## src/verilog/spcs_pkg.sv

```systemverilog
// package: constants and types for the poller control/status block
package spcs_pkg;
  // register index (word offsets as printed)
  localparam logic [1:0] SPCS_IDX_CTRL = 2'h0;
  localparam logic [1:0] SPCS_IDX_STAT = 2'h1;
  localparam logic [1:0] SPCS_IDX_SYNX = 2'h2;
  // control word field positions
  localparam int SPCS_RUN_LSB = 0;
  localparam int SPCS_TMO_LSB = 4;
  localparam int SPCS_CNT_LSB = 8;
  // digit values
  localparam logic [3:0] SPCS_DIG_RUN = 4'h1;
  localparam logic [3:0] SPCS_DIG_FATAL = 4'h8;
  localparam logic [3:0] SPCS_DIG_ZERO = 4'h0;
  // error codes (bcd)
  localparam logic [7:0] SPCS_ERR_WDT = 8'h01;
  localparam logic [7:0] SPCS_ERR_SYNTAX = 8'h02;
  localparam logic [7:0] SPCS_ERR_ALLOC = 8'h15;
  // reset values
  localparam logic [15:0] SPCS_CTRL_RST = 16'h0000;
  localparam logic [15:0] SPCS_STAT_RST = 16'h0000;
  // timing
  localparam int SPCS_CLK_HZ = 10000000;
  localparam int SPCS_TMO_STEP_MS = 500;
  localparam int SPCS_TMO_STEP_CYC = SPCS_CLK_HZ / 1000 * SPCS_TMO_STEP_MS;
  localparam int SPCS_MAX_UNITS = 32;
  // register access request
  typedef struct packed {
    logic wr;
    logic rd;
    logic [1:0] idx;
    logic [15:0] wdata;
  } spcs_req_t;
  // event inputs from the polling engine
  typedef struct packed {
    logic wdt;
    logic syntax;
    logic alloc;
    logic done;
    logic [4:0] unit;
    logic [15:0] addr;
  } spcs_evt_t;
  typedef enum logic [2:0] {
    SPCS_ST_STOP = 3'b001,
    SPCS_ST_RUN = 3'b010,
    SPCS_ST_HALT = 3'b100
  } spcs_state_t;
endpackage : spcs_pkg

```

## src/verilog/spcs_regs.sv

```systemverilog
// control and status word logic of the serial poller
// Summary of operation
// - run digit 1 starts host and component communication.
// - a latched fatal error blocks component communication.
// - run digit 0 means no component communication.
// - timeout digit 0..9 gives (value+1) x 500 ms response limit.
// - bits 8..15 hold component count; zero means no polling.
// - errors put code 01, 02 or 15 in status low byte.
// - watchdog: code 01 fatal, halt all, fault lamp on.
// - syntax: code 02, store word address, halt polling, lamp.
// - bad memory address: fatal code 15, stop polling, lamp.
// - any error stops polling and clears the status run digit to 0.
// - fatal error sets top status digit to 8.
// - syntax address word keeps the first error's address.
// - no error: low byte holds last completed unit, else 00.
// - no error: run digit 1 while running, 0 while stopped.
`timescale 1ns/1ps
module spcs_regs import spcs_pkg::*; #(
  parameter int STEP_CYC = SPCS_TMO_STEP_CYC
) (
  // clock and reset
  input wire logic clk_i,
  input wire logic rst_i,
  // shared word access from host
  input wire spcs_req_t req_i,
  output logic [15:0] rdata_o,
  // polling engine
  input wire spcs_evt_t evt_i,
  input wire logic cycle_end_i,
  input wire logic access_i,
  output logic poll_en_o,
  output logic host_en_o,
  output logic [3:0] tmo_digit_o,
  output logic [7:0] unit_cnt_o,
  output logic timeout_o,
  // indicator
  output logic fault_lamp_o
);
  logic [15:0] ctrl_ff;
  logic [15:0] stat_ff;
  logic [15:0] synx_ff;
  logic synx_held_ff;
  logic fatal_ff;
  logic err_ff;
  logic [3:0] run_ff;
  logic [3:0] tmo_ff;
  logic [7:0] cnt_ff;
  spcs_state_t state_ff;
  spcs_state_t nxt_state;
  logic expired;

  wire wr_ctrl = req_i.wr && (req_i.idx == SPCS_IDX_CTRL);
  wire [3:0] run_dig = ctrl_ff[SPCS_RUN_LSB +: 4];
  wire fatal_evt = evt_i.wdt || evt_i.alloc || expired;
  wire any_evt = fatal_evt || evt_i.syntax;
  // sampled copy only refreshed between cycles, never mid-access
  wire resample = cycle_end_i || (state_ff != SPCS_ST_RUN);
  wire go = (run_ff == SPCS_DIG_RUN) && (cnt_ff != 8'h00)
    && !fatal_ff && !err_ff;
  wire [7:0] code = (evt_i.wdt || expired) ? SPCS_ERR_WDT :
    evt_i.alloc ? SPCS_ERR_ALLOC : SPCS_ERR_SYNTAX;
  wire [3:0] live_run = (state_ff == SPCS_ST_RUN) ? SPCS_DIG_RUN :
    SPCS_DIG_ZERO;

  always_comb begin
    nxt_state = state_ff;
    case (state_ff)
      SPCS_ST_STOP: begin
        if (go && !any_evt) nxt_state = SPCS_ST_RUN;
      end
      SPCS_ST_RUN: begin
        if (any_evt) nxt_state = SPCS_ST_HALT;
        else if (!go) nxt_state = SPCS_ST_STOP;
      end
      SPCS_ST_HALT: begin
        nxt_state = SPCS_ST_HALT;
      end
      default: nxt_state = SPCS_ST_STOP;
    endcase
  end

  spcs_timer #(
    .STEP_CYC(STEP_CYC)
  ) u_timer (
    .clk_i(clk_i),
    .rst_i(rst_i),
    .start_i(access_i && (state_ff == SPCS_ST_RUN)),
    .stop_i(evt_i.done || (state_ff != SPCS_ST_RUN)),
    .limit_i(tmo_ff),
    .expired_o(expired)
  );

  always_ff @(posedge clk_i or posedge rst_i) begin
    if (rst_i) begin
      ctrl_ff <= SPCS_CTRL_RST;
      run_ff <= 4'h0;
      tmo_ff <= 4'h0;
      cnt_ff <= 8'h00;
    end else begin
      if (wr_ctrl) ctrl_ff <= req_i.wdata;
      if (resample) begin
        run_ff <= run_dig;
        tmo_ff <= ctrl_ff[SPCS_TMO_LSB +: 4];
        cnt_ff <= ctrl_ff[SPCS_CNT_LSB +: 8];
      end
    end
  end

  always_ff @(posedge clk_i or posedge rst_i) begin
    if (rst_i) begin
      state_ff <= SPCS_ST_STOP;
      stat_ff <= SPCS_STAT_RST;
      synx_ff <= 16'h0000;
      synx_held_ff <= 1'b0;
      fatal_ff <= 1'b0;
      err_ff <= 1'b0;
      fault_lamp_o <= 1'b0;
    end else begin
      state_ff <= nxt_state;
      if (fatal_ff) begin
        stat_ff <= stat_ff;
      end else if (any_evt) begin
        err_ff <= 1'b1;
        fault_lamp_o <= 1'b1;
        fatal_ff <= fatal_evt;
        stat_ff <= {fatal_evt ? SPCS_DIG_FATAL : SPCS_DIG_ZERO,
          SPCS_DIG_ZERO, code};
      end else if (!err_ff) begin
        stat_ff[15:8] <= {SPCS_DIG_ZERO, live_run};
        if (evt_i.done && state_ff == SPCS_ST_RUN)
          stat_ff[7:0] <= bcd8(evt_i.unit);
        else if (!go) stat_ff[7:0] <= 8'h00;
      end
      if (evt_i.syntax && !synx_held_ff && !fatal_ff) begin
        synx_ff <= evt_i.addr;
        synx_held_ff <= 1'b1;
      end
    end
  end

  // output registers
  always_ff @(posedge clk_i or posedge rst_i) begin
    if (rst_i) begin
      rdata_o <= 16'h0000;
      poll_en_o <= 1'b0;
      host_en_o <= 1'b0;
      tmo_digit_o <= 4'h0;
      unit_cnt_o <= 8'h00;
      timeout_o <= 1'b0;
    end else begin
      if (req_i.rd) begin
        case (req_i.idx)
          SPCS_IDX_CTRL: rdata_o <= ctrl_ff;
          SPCS_IDX_STAT: rdata_o <= stat_ff;
          SPCS_IDX_SYNX: rdata_o <= synx_ff;
          default: rdata_o <= 16'h0000;
        endcase
      end
      poll_en_o <= (nxt_state == SPCS_ST_RUN);
      // watchdog or response timeout (code 01) stops host traffic too; others keep it
      host_en_o <= (run_ff == SPCS_DIG_RUN) &&
        !(fatal_ff && stat_ff[7:0] == SPCS_ERR_WDT);
      tmo_digit_o <= tmo_ff;
      unit_cnt_o <= cnt_ff;
      timeout_o <= expired;
    end
  end

  function automatic logic [7:0] bcd8(input logic [4:0] v);
    logic [4:0] t;
    t = (v >= 5'd30) ? 5'd3 : (v >= 5'd20) ? 5'd2 : (v >= 5'd10) ? 5'd1 :
      5'd0;
    bcd8 = {t[3:0], 4'(v - 5'(t * 5'd10))};
  endfunction : bcd8

  AST_FATAL_STOPS: assert property (@(posedge clk_i) disable iff (rst_i)
    fatal_ff |-> !poll_en_o)
    else $error("polling enabled after fatal error");
  AST_RUN_ZERO: assert property (@(posedge clk_i) disable iff (rst_i)
    (run_ff != SPCS_DIG_RUN) |=> !poll_en_o)
    else $error("polling while run digit not 1");
  AST_CNT_ZERO: assert property (@(posedge clk_i) disable iff (rst_i)
    (cnt_ff == 8'h00) |=> !poll_en_o)
    else $error("polling with zero components");
  AST_WDT_CODE: assert property (@(posedge clk_i) disable iff (rst_i)
    (evt_i.wdt && !fatal_ff) |=> (stat_ff == 16'h8001) && fault_lamp_o)
    else $error("watchdog status wrong");
  AST_ALLOC_CODE: assert property (@(posedge clk_i) disable iff (rst_i)
    (evt_i.alloc && !evt_i.wdt && !expired && !fatal_ff)
    |=> stat_ff == 16'h8015)
    else $error("allocation status wrong");
  AST_SYNTAX_CODE: assert property (@(posedge clk_i) disable iff (rst_i)
    (evt_i.syntax && !fatal_evt && !fatal_ff)
    |=> stat_ff == 16'h0002 && fault_lamp_o)
    else $error("syntax status wrong");
  AST_ERR_STOPS: assert property (@(posedge clk_i) disable iff (rst_i)
    (any_evt && state_ff == SPCS_ST_RUN) |=> ##1 !poll_en_o)
    else $error("error did not stop polling");
  AST_FATAL_HOLD: assert property (@(posedge clk_i) disable iff (rst_i)
    fatal_ff |=> $stable(stat_ff) && stat_ff[15])
    else $error("fatal status changed");
  AST_SYNX_FIRST: assert property (@(posedge clk_i) disable iff (rst_i)
    synx_held_ff |=> $stable(synx_ff))
    else $error("syntax address overwritten");
  AST_RUN_DIGIT: assert property (@(posedge clk_i) disable iff (rst_i)
    (!err_ff && !any_evt && state_ff == SPCS_ST_RUN)
    |=> stat_ff[11:8] == SPCS_DIG_RUN)
    else $error("run digit not shown");
  AST_LOW_IDLE: assert property (@(posedge clk_i) disable iff (rst_i)
    (!err_ff && !any_evt && !go && state_ff != SPCS_ST_RUN)
    |=> stat_ff[7:0] == 8'h00)
    else $error("unit number not cleared while stopped");
  AST_CTRL_HOLD: assert property (@(posedge clk_i) disable iff (rst_i)
    (state_ff == SPCS_ST_RUN && !cycle_end_i)
    |=> $stable(run_ff) && $stable(tmo_ff) && $stable(cnt_ff))
    else $error("control sample changed mid cycle");
  COV_RUN: cover property (@(posedge clk_i) disable iff (rst_i)
    !poll_en_o ##1 poll_en_o);
  COV_WDT: cover property (@(posedge clk_i) disable iff (rst_i)
    poll_en_o ##1 evt_i.wdt);
  COV_SYNTAX: cover property (@(posedge clk_i) disable iff (rst_i)
    poll_en_o ##1 evt_i.syntax);
  COV_DONE: cover property (@(posedge clk_i) disable iff (rst_i)
    poll_en_o && evt_i.done);
  COV_ALLOC: cover property (@(posedge clk_i) disable iff (rst_i)
    poll_en_o ##1 evt_i.alloc);
endmodule : spcs_regs

```

## src/verilog/spcs_timer.sv

```systemverilog
// response monitor: counts 500 ms steps up to (digit+1)
`timescale 1ns/1ps
module spcs_timer import spcs_pkg::*; #(
  parameter int STEP_CYC = SPCS_TMO_STEP_CYC
) (
  // clock and reset
  input wire logic clk_i,
  input wire logic rst_i,
  // control
  input wire logic start_i,
  input wire logic stop_i,
  input wire logic [3:0] limit_i,
  // result
  output logic expired_o
);
  logic [31:0] cyc_ff;
  logic [3:0] step_ff;
  logic busy_ff;
  wire tick = busy_ff && (cyc_ff == 32'(STEP_CYC - 1));
  wire last = tick && (step_ff == limit_i);
  always_ff @(posedge clk_i or posedge rst_i) begin
    if (rst_i) begin
      cyc_ff <= 32'h0;
      step_ff <= 4'h0;
      busy_ff <= 1'b0;
      expired_o <= 1'b0;
    end else begin
      expired_o <= last;
      if (start_i || stop_i || last) begin
        cyc_ff <= 32'h0;
        step_ff <= 4'h0;
        busy_ff <= start_i;
      end else if (tick) begin
        cyc_ff <= 32'h0;
        step_ff <= step_ff + 4'h1;
      end else if (busy_ff) begin
        cyc_ff <= cyc_ff + 32'h1;
      end
    end
  end
endmodule : spcs_timer

```

## config.mk

```make
export PLATFORM = sky130hd
export DESIGN_NAME = spcs_regs
export DESIGN_NICKNAME = d
export VERILOG_FILES = /design/src/verilog/spcs_pkg.sv /design/src/verilog/spcs_regs.sv /design/src/verilog/spcs_timer.sv
export SDC_FILE = /design/constraint.sdc
export NUM_CORES = 1
export LEC_CHECK = 0
export BUFFER_PORTS_ARGS = -buffer_cell sky130_fd_sc_hd__buf_2
export CELL_PAD_IN_SITES_DETAIL_PLACEMENT = 2
export CELL_PAD_IN_SITES_GLOBAL_PLACEMENT = 2
export CORE_MARGIN = 5
export CORE_UTILIZATION = 41
export DETAILED_ROUTE_END_ITERATION = 8
export MAX_ROUTING_LAYER = met4
export PLACE_DENSITY_LB_ADDON = 0.25
export SYNTH_ARGS = -nofsm -noshare
export SYNTH_HDL_FRONTEND = slang
export SYNTH_SLANG_ARGS = --single-unit
```

## constraint.sdc

```tcl
create_clock -name clk_i -period 13.6 [get_ports clk_i]
set_input_delay 4.08 -clock clk_i [delete_from_list [all_inputs] [get_ports clk_i]]
set_output_delay 4.08 -clock clk_i [all_outputs]
set_load 0.03 [all_outputs]
```

==> results of run 1 <==
==> power groups by stage <==
stage	Clock, W	Combinational (W)	Sequential [W]
after floorplan	0	0.0000518	0.000474
after CTS	0.000431	0.000118	0.000454
after detailed placement	0	0.000115	0.000460
after global placement	0	0.000109	0.000455
final	0.000424	0.000116	0.000454
after global routing	0.000450	0.000126	0.000458
==> final cells by class <==
class | count | area [sq um]
clock buffers | 25 | 526
clock inverters | 4 | 22.5
multi-input cells | 342 | 2570
repair buffers | 84 | 430
fillers | 1467 | 7390
well taps | 184 | 230
flip-flops and latches | 131 | 3280
inverters | 22 | 85.1
==> cell usage after synthesis, types with 4 or more instances <==
cell type    n  area share
a211oi_1    14       0.017
or3_1        6      0.0062
clkbuf_1    19       0.012
nor2_1      28       0.017
a41oi_1      6      0.0087
inv_1       22       0.014
a21oi_1     27       0.022
clkbuf_8     4      0.0091
nor2b_1      4      0.0041
and3_1       4      0.0041
nor4_1      12       0.012
mux2i_1     19       0.031
and4_1       5      0.0072
nand3_1     12      0.0099
nor3_1      20       0.016
or4_1       10       0.012
o31ai_1     10       0.012
nand2_1     11      0.0068
o21ai_0     10      0.0082
dfrtp_1    130        0.54
nand2b_1     4      0.0041
a31oi_1      4      0.0041
mux2_2      49       0.091
nand4_1     14       0.014
xnor2_1     12       0.017
xor2_1       5      0.0072
o22ai_1     10       0.010
==> stage by stage <==
| step | hold WS (ps) | cells |
|---|---|---|
| CTS | 406 | 792 |
| floorplan | 369 | 522 |
| global route | 417 | 792 |
| finish | 406 | 792 |
| detailed placement | 393 | 763 |
| global placement | 384 | 763 |
==> sequential cells by signal, indices dropped and copies added (netlist names) <==
register and flops:
cnt_ff 8, ctrl_ff 16, err_ff 1, fatal_ff 1, host_en_o 1, poll_en_o 1
rdata_o 16, run_ff 4, stat_ff 8, state_ff 3, synx_ff 16, synx_held_ff 1
timeout_o 1, tmo_digit_o 4, tmo_ff 4, u_timer.busy_ff 1, u_timer.cyc_ff 32, u_timer.expired_o 1
u_timer.step_ff 4, unit_cnt_o 8
==> routing by layer <==
| layer | share of wire | wire length [um] | vias to the layer above |
|---|---|---|---|
| li1 | - | - | 2108 |
| met1 | 0.43 | 8110 | 2495 |
| met2 | 0.52 | 9660 | 96 |
| met3 | 0.027 | 509 | 29 |
| met4 | 0.024 | 454 | 0 |
| met5 | 0 | 0 | - |
==> worst paths after layout <==
kind	from	end	slack (ps)	cells past startpoint
max	req_i[17]	ctrl_ff[6]	7890	3
min	cnt_ff[2]	unit_cnt_o[2]	410	0
max reg2reg	u_timer.cyc_ff[23]	u_timer.cyc_ff[9]	10730	4
min reg2reg	cnt_ff[2]	unit_cnt_o[2]	410	0
max in group asynchronous	rst_i	u_timer.cyc_ff[26]	8340	3
min in group asynchronous	rst_i	unit_cnt_o[1]	3780	2
==> worst reg2reg max path, stage by stage, from the launching register on <==
cell     delay (ps)
dfrtp_1         460
nor4_1          480
nand4_1         510
nor3_4         1070
nor3_1          180
==> cell families (layout without fill, tap and decap cells) <==
kind of cell / count (synthesis) / in the layout / share of synthesized area
fa+ha+maj: 6 / 6 / 0.0128
buf+inv: 49 / 135 / 0.0392
flops: 131 / 131 / 0.540
compound gates: 96 / 96 / 0.105
xor+xnor: 17 / 17 / 0.0245
simple gates: 155 / 155 / 0.156
mux: 68 / 68 / 0.122
==> results.txt, run 1 <==
Clk slew on worst S/H paths -> 50 ps
Clock root buffer -> clkbuf_16
Grt met1 use -> 0.278
Sw Ratio -> 0.263
Die height -> 132 um
Synth Cell Area -> 6070 sq um
Cells after synthesis -> 522
Avg Cell Area, Syn -> 11.6 sq um
Slew headroom -> 0.0254
Wire length of the first global-routing pass -> 30.3 mm
Final WL -> 18.7 mm
Critical-path top delay cell -> nor3b_2
Pre-CTS setup slack -> 7580 ps
Crit path required time -> 13900 ps
Vias in the first global route -> 5307
Critical setup path kind -> input pin to flop
Initial antenna violation count -> 0
Layout cell share with drive strength beyond 1 -> 0.299
Global route hottest layer -> met2
Total track usage -> 0.227
Sequential power share -> 0.456
Net Switching -> 0.000262 W
FFs w/ async S/R, synth -> 1.00
Drt drc -> 0
Fmax achieved -> 175 MHz
GRT overflow -> 0
CP peak stage delay -> 1210 ps
Pleak -> 3.02 nW
Power per cell area -> 139 nW/um^2
Clock share of power -> 0.427
Port-buffer cells -> 80
Wire length per cell -> 23.7 um
CP Buf/Inv Count -> 1
CTS Hold Bufs -> 0
First-pass DRT Iterations -> 4
Post-synth EDFFs -> 0
Largest net degree at the start of global routing -> 77
CTS sink cnt -> 131
Commonest non-fill, non-tap cell in the layout -> dfrtp_1
Final ANT Viol Nets -> 0
Diode count -> 0
Post-synthesis cell type count -> 59
CTS tree -> built
Post_cts resized -> 0
Post-CTS Repair Setup Buffers -> 0
Peak VDD IR -> 0.0921 mV
Setup TNS -> 0 ps
Fin. max-slew vios -> 0
I/O Pins -> 81
RSZ-0062 raised after global routing -> false
Row cnt -> 44
Pint -> 0.000732 W
Syn Nets -> 575
Top_reg_cell synth -> dfrtp_1
DR iter-0 viols -> 189
Synthesis-to-layout area growth -> 17.7%
Clk_lat worst skew -> 420 ps
CP Launch Type -> input pin
Crit end category -> flop
Detailed placer's ending HPWL -> 12.6 mm
Final Wtd Congestion -> 0.781
Max-Cap Viols -> 0
Hold Fails Final Rpt -> 0
Crit path max-delay family -> simple AND/OR/NAND/NOR gates
Worst-Margin Slew -> 1460 ps
Core area -> 14500 sq um
Yosys reg bits -> 131
Cell Chain, Critical Path -> buf_2, nor3b_2, mux2_2
HP Class -> flop to flop
Area post-placement -> 6600 sq um
Final min period -> 5710 ps
Combinational Power Share -> 0.117
Status -> completed
Max clock buf depth -> 2
Critical path peak fanout -> 18
Num CTS Buffers -> 17
Sequential area share after synthesis -> 0.540
Tcrit/Tclk final -> 0.420
Die area -> 17300 sq um
Die W -> 132 um
Commonest cells after routing, fill and taps aside -> dfrtp_1 (130), buf_2 (80), mux2_2 (49), nor2_1 (28), a21oi_1 (27)
Worst setup margin -> 7890 ps
Final instance area -> 7140 sq um
Clock skew -> 8.84 ps
DR vias -> 4728
Starting Density -> 0.418
Tot Pwr -> 0.000994 W
Worst Path Arrival -> 6010 ps
Final nets -> 651
M2 GR Usage -> 0.376
Grt met3 use -> 0.0378
Layout Utilization -> 0.491
CTS H-tree lvls -> 4
Final setup fails -> 0
Number of synthesis warnings -> 0
Vias per inst -> 5.97
No activity file was read; power rests on OpenSTA's default activity.
==> inputs of run 2 (changes only) <==
- ABC_AREA: unset -> 1
- CORE_UTILIZATION: 41 -> 32
- clock period: 13.6 -> 5 ns (I/O delays scaled with it)
==> run 2 against run 1 <==
  * Area after synthesis grew 3.0%
  * Clock skew grew 0.81 ps
  * Sequential share of layout area fell by 2.1 points
  * Count of clock-buffer cells in the layout down 6
  * Register-to-register slack worse by 8300 ps
  * Hold slack got worse by 27 ps
  * Setup slack worse by 5800 ps
  * First-iteration DRC count shrank 30%
  * Highest routed layer unchanged
==> results.txt, run 2 <==
First-pass DRT Iterations -> 4 (unchanged)
Wire length of the first global-routing pass -> 31.7 mm (was 30.3 mm)
Die height -> 150 um (was 132 um)
CP Launch Type -> input pin (unchanged)
Pleak -> 3.58 nW (was 3.02 nW)
Fmax achieved -> 341 MHz
Hold endpoint -> unit_cnt_o[5] (was unit_cnt_o[2])
Grt met1 use -> 0.211 (was 0.278)
Yosys top cell by area -> dfrtp_1 (unchanged)
Syn Nets -> 745 (was 575)
Worst hold start -> cnt_ff[5] (was cnt_ff[2])
Commonest non-fill, non-tap cell in the layout -> nand2_1 (was dfrtp_1)
Clk_lat worst skew -> 420 ps (about the same)
Final WL -> 19.4 mm (was 18.7 mm)
Global route hottest layer -> met2 (unchanged)
Ranking of synthesized cells by area -> dfrtp_1 (52%), nand2_1 (9.5%), mux2_2 (7.7%) (was dfrtp_1 (54%), mux2_2 (9.1%), mux2i_1 (3.1%))
Flop-to-flop setup slack -> 2440 ps (was 10730 ps)
Initial antenna violation count -> 2 (was 0)
Sequential area share after synthesis -> 0.524 (was 0.540)
Number of flip-flops in the largest register -> 32 (unchanged)
Final setup fails -> 0 (unchanged)
Final min period -> 2930 ps
Count leader, synth -> nand2_1 (was dfrtp_1)
M2 GR Usage -> 0.334 (was 0.376)
Top_reg_cell synth -> dfrtp_1 (unchanged)
Final Wtd Congestion -> 0.803 (was 0.781)
CTS sink cnt -> 131 (unchanged)
Cells after DPL -> 1025 (was 763)
Synthesis-to-layout area growth -> 19.8% (was 17.7%)
Slew headroom -> 0.246 (was 0.0254)
Die area -> 22400 sq um (was 17300 sq um)
Status -> completed (unchanged)
DR iter-0 viols -> 133 (was 189)
Final ANT Viol Nets -> 0 (unchanged)
Starting Density -> 0.323 (was 0.418)
Area of the multi-input gates -> 2600 sq um (was 2570 sq um)
Tcrit/Tclk final -> 0.586
Clock root buffer -> clkbuf_16 (unchanged)
Avg Cell Area, Syn -> 9.04 sq um (was 11.6 sq um)
Setup TNS -> 0 ps (unchanged)
Yosys reg bits -> 131 (unchanged)
Wire length per cell -> 18.3 um (was 23.7 um)
Peak VDD IR -> 0.204 mV (was 0.0921 mV)
CTS tree -> built (unchanged)
Num CTS Buffers -> 17 (unchanged)
Port-buffer cells -> 80 (unchanged)
CTS H-tree lvls -> 4 (unchanged)
Max clock buf depth -> 2 (unchanged)
Hold Path Stages -> 0 (unchanged)
Post-CTS Repair Setup Buffers -> 0 (unchanged)
Cells after synthesis -> 692 (was 522)
Post_cts resized -> 0 (unchanged)
Total track usage -> 0.189 (was 0.227)
FF+latch area -> 3280 sq um (unchanged)
Post-synth top cells -> nand2_1 (159), dfrtp_1 (130), nor2_1 (93), inv_1 (75), nand3_1 (46) (was dfrtp_1 (130), mux2_2 (49), nor2_1 (28), a21oi_1 (27), inv_1 (22))
Post-synthesis cell type count -> 37 (was 59)
Critical path peak fanout -> 3 (was 18)
Max-Cap Viols -> 0 (unchanged)
Fill count -> 2164 (was 1467)
Power per cell area -> 362 nW/um^2 (was 139 nW/um^2)
Yosys top cell area share -> 0.520 (was 0.536)
Clock skew -> 9.65 ps (was 8.84 ps)
Commonest cells after routing, fill and taps aside -> nand2_1 (159), dfrtp_1 (130), nor2_1 (93), buf_2 (80), inv_1 (74) (was dfrtp_1 (130), buf_2 (80), mux2_2 (49), nor2_1 (28), a21oi_1 (27))
DR vias -> 5048 (was 4728)
Crit path required time -> 5340 ps (was 13900 ps)
Die W -> 150 um (was 132 um)
HP Class -> flop to flop (unchanged)
Largest net degree at the start of global routing -> 90 (was 77)
I/O Pins -> 81 (unchanged)
Layout Utilization -> 0.387 (was 0.491)
Clk slew on worst S/H paths -> 60 ps (was 50 ps)
Fin. max-slew vios -> 0 (unchanged)
Worst-Margin Slew -> 1130 ps (was 1460 ps)
Drt drc -> 0 (unchanged)
Row cnt -> 51 (was 44)
Worst R2R Start -> u_timer.busy_ff (was u_timer.cyc_ff[23])
Core area -> 19300 sq um (was 14500 sq um)
Final nets -> 832 (was 651)
GRT overflow -> 0 (unchanged)
FFs w/ async S/R, synth -> 1.00 (unchanged)
Post-synth EDFFs -> 0 (unchanged)
Vias in the first global route -> 5931 (was 5307)
Reg2reg end -> u_timer.busy_ff (was u_timer.cyc_ff[9])
Layout cell share with drive strength beyond 1 -> 0.231 (was 0.299)
Synth Cell Area -> 6250 sq um (was 6070 sq um)
Number of synthesis warnings -> 0 (unchanged)
Detailed placer's ending HPWL -> 13.9 mm (was 12.6 mm)
Hold Fails Final Rpt -> 0 (unchanged)
Worst Path Arrival -> 3270 ps (was 6010 ps)
RSZ-0062 raised after global routing -> false (unchanged)
Crit end category -> flop (unchanged)
Largest Register -> u_timer.cyc_ff (unchanged)
CTS Hold Bufs -> 0 (unchanged)
Grt met3 use -> 0.0448 (was 0.0378)
Critical setup path kind -> input pin to flop (unchanged)
Non-filler instance count after layout -> 1060 (was 792)
R2R depth -> 7 (was 4)
Vias per inst -> 4.76 (was 5.97)
## run 2: kinds of logic after synthesis
group                    Yosys count  synth area share
multiplexers                      49            0.0918
XOR/XNOR                          17            0.0238
AO/OA/AOI/OAI                     42            0.0376
buffers and inverters             91            0.0602
flip-flops                       131             0.524
AND/OR/NAND/NOR                  358             0.253
adder cells (fa/ha/maj)            4           0.00920
## run 2: layout make-up
type,count,share of cell area
Sequential cell,131,0.438
Multi-Input combinational cell,470,0.347
Clock buffer,19,0.0591
Timing Repair Buffer,83,0.0564
Tap cell,265,0.0443
Inverter,76,0.0384
Clock inverter,13,0.0162
Antenna cell,3,0.00100
## run 2: worst max path at each step
stage	from	end	slack (ps)	cells past startpoint
after floorplan	rst_i	cnt_ff[0]	4	1
after global placement	evt_i[18]	stat_ff[2]	1850	9
after detailed placement	evt_i[18]	stat_ff[2]	1630	9
after CTS	evt_i[18]	stat_ff[2]	2070	9
after global routing	evt_i[18]	stat_ff[2]	1880	9
final	evt_i[18]	stat_ff[2]	2070	9
## run 2: per-layer routing
metal	up-vias	share of wire	wire, um
met3	18	0.031	603
li1	2408	-	-
met2	72	0.53	10300
met5	-	0	0
met1	2550	0.42	8120
met4	0	0.019	374
## run 2: where the power goes
part           internal [W]  total [W]  leakage, nW  switching, W
sequential          0.00114    0.00121         1.69     0.0000629
combinational      0.000104   0.000282         1.62      0.000178
clock              0.000704    0.00122        0.275      0.000516
total               0.00195    0.00271         3.58      0.000757
## run 2: stage by stage
step,power [W],area (sq um),setup WS [ps],hold slack (ps)
after global placement,0.00149,6920,1850,363
after CTS,0.00275,7480,2070,384
after floorplan,0.00139,6250,3.96,354
after global routing,0.00283,7490,1880,398
final,0.00271,7490,2070,379
after detailed placement,0.00150,6920,1630,367
## run 2: worst max-delay path: stages
cell and delay, ps:
buf_2 120, o21ai_0 250, inv_1 130, o21ai_0 280, ha_1 220, fa_1 420
nor2_1 110, a21boi_0 80, o21ai_0 160
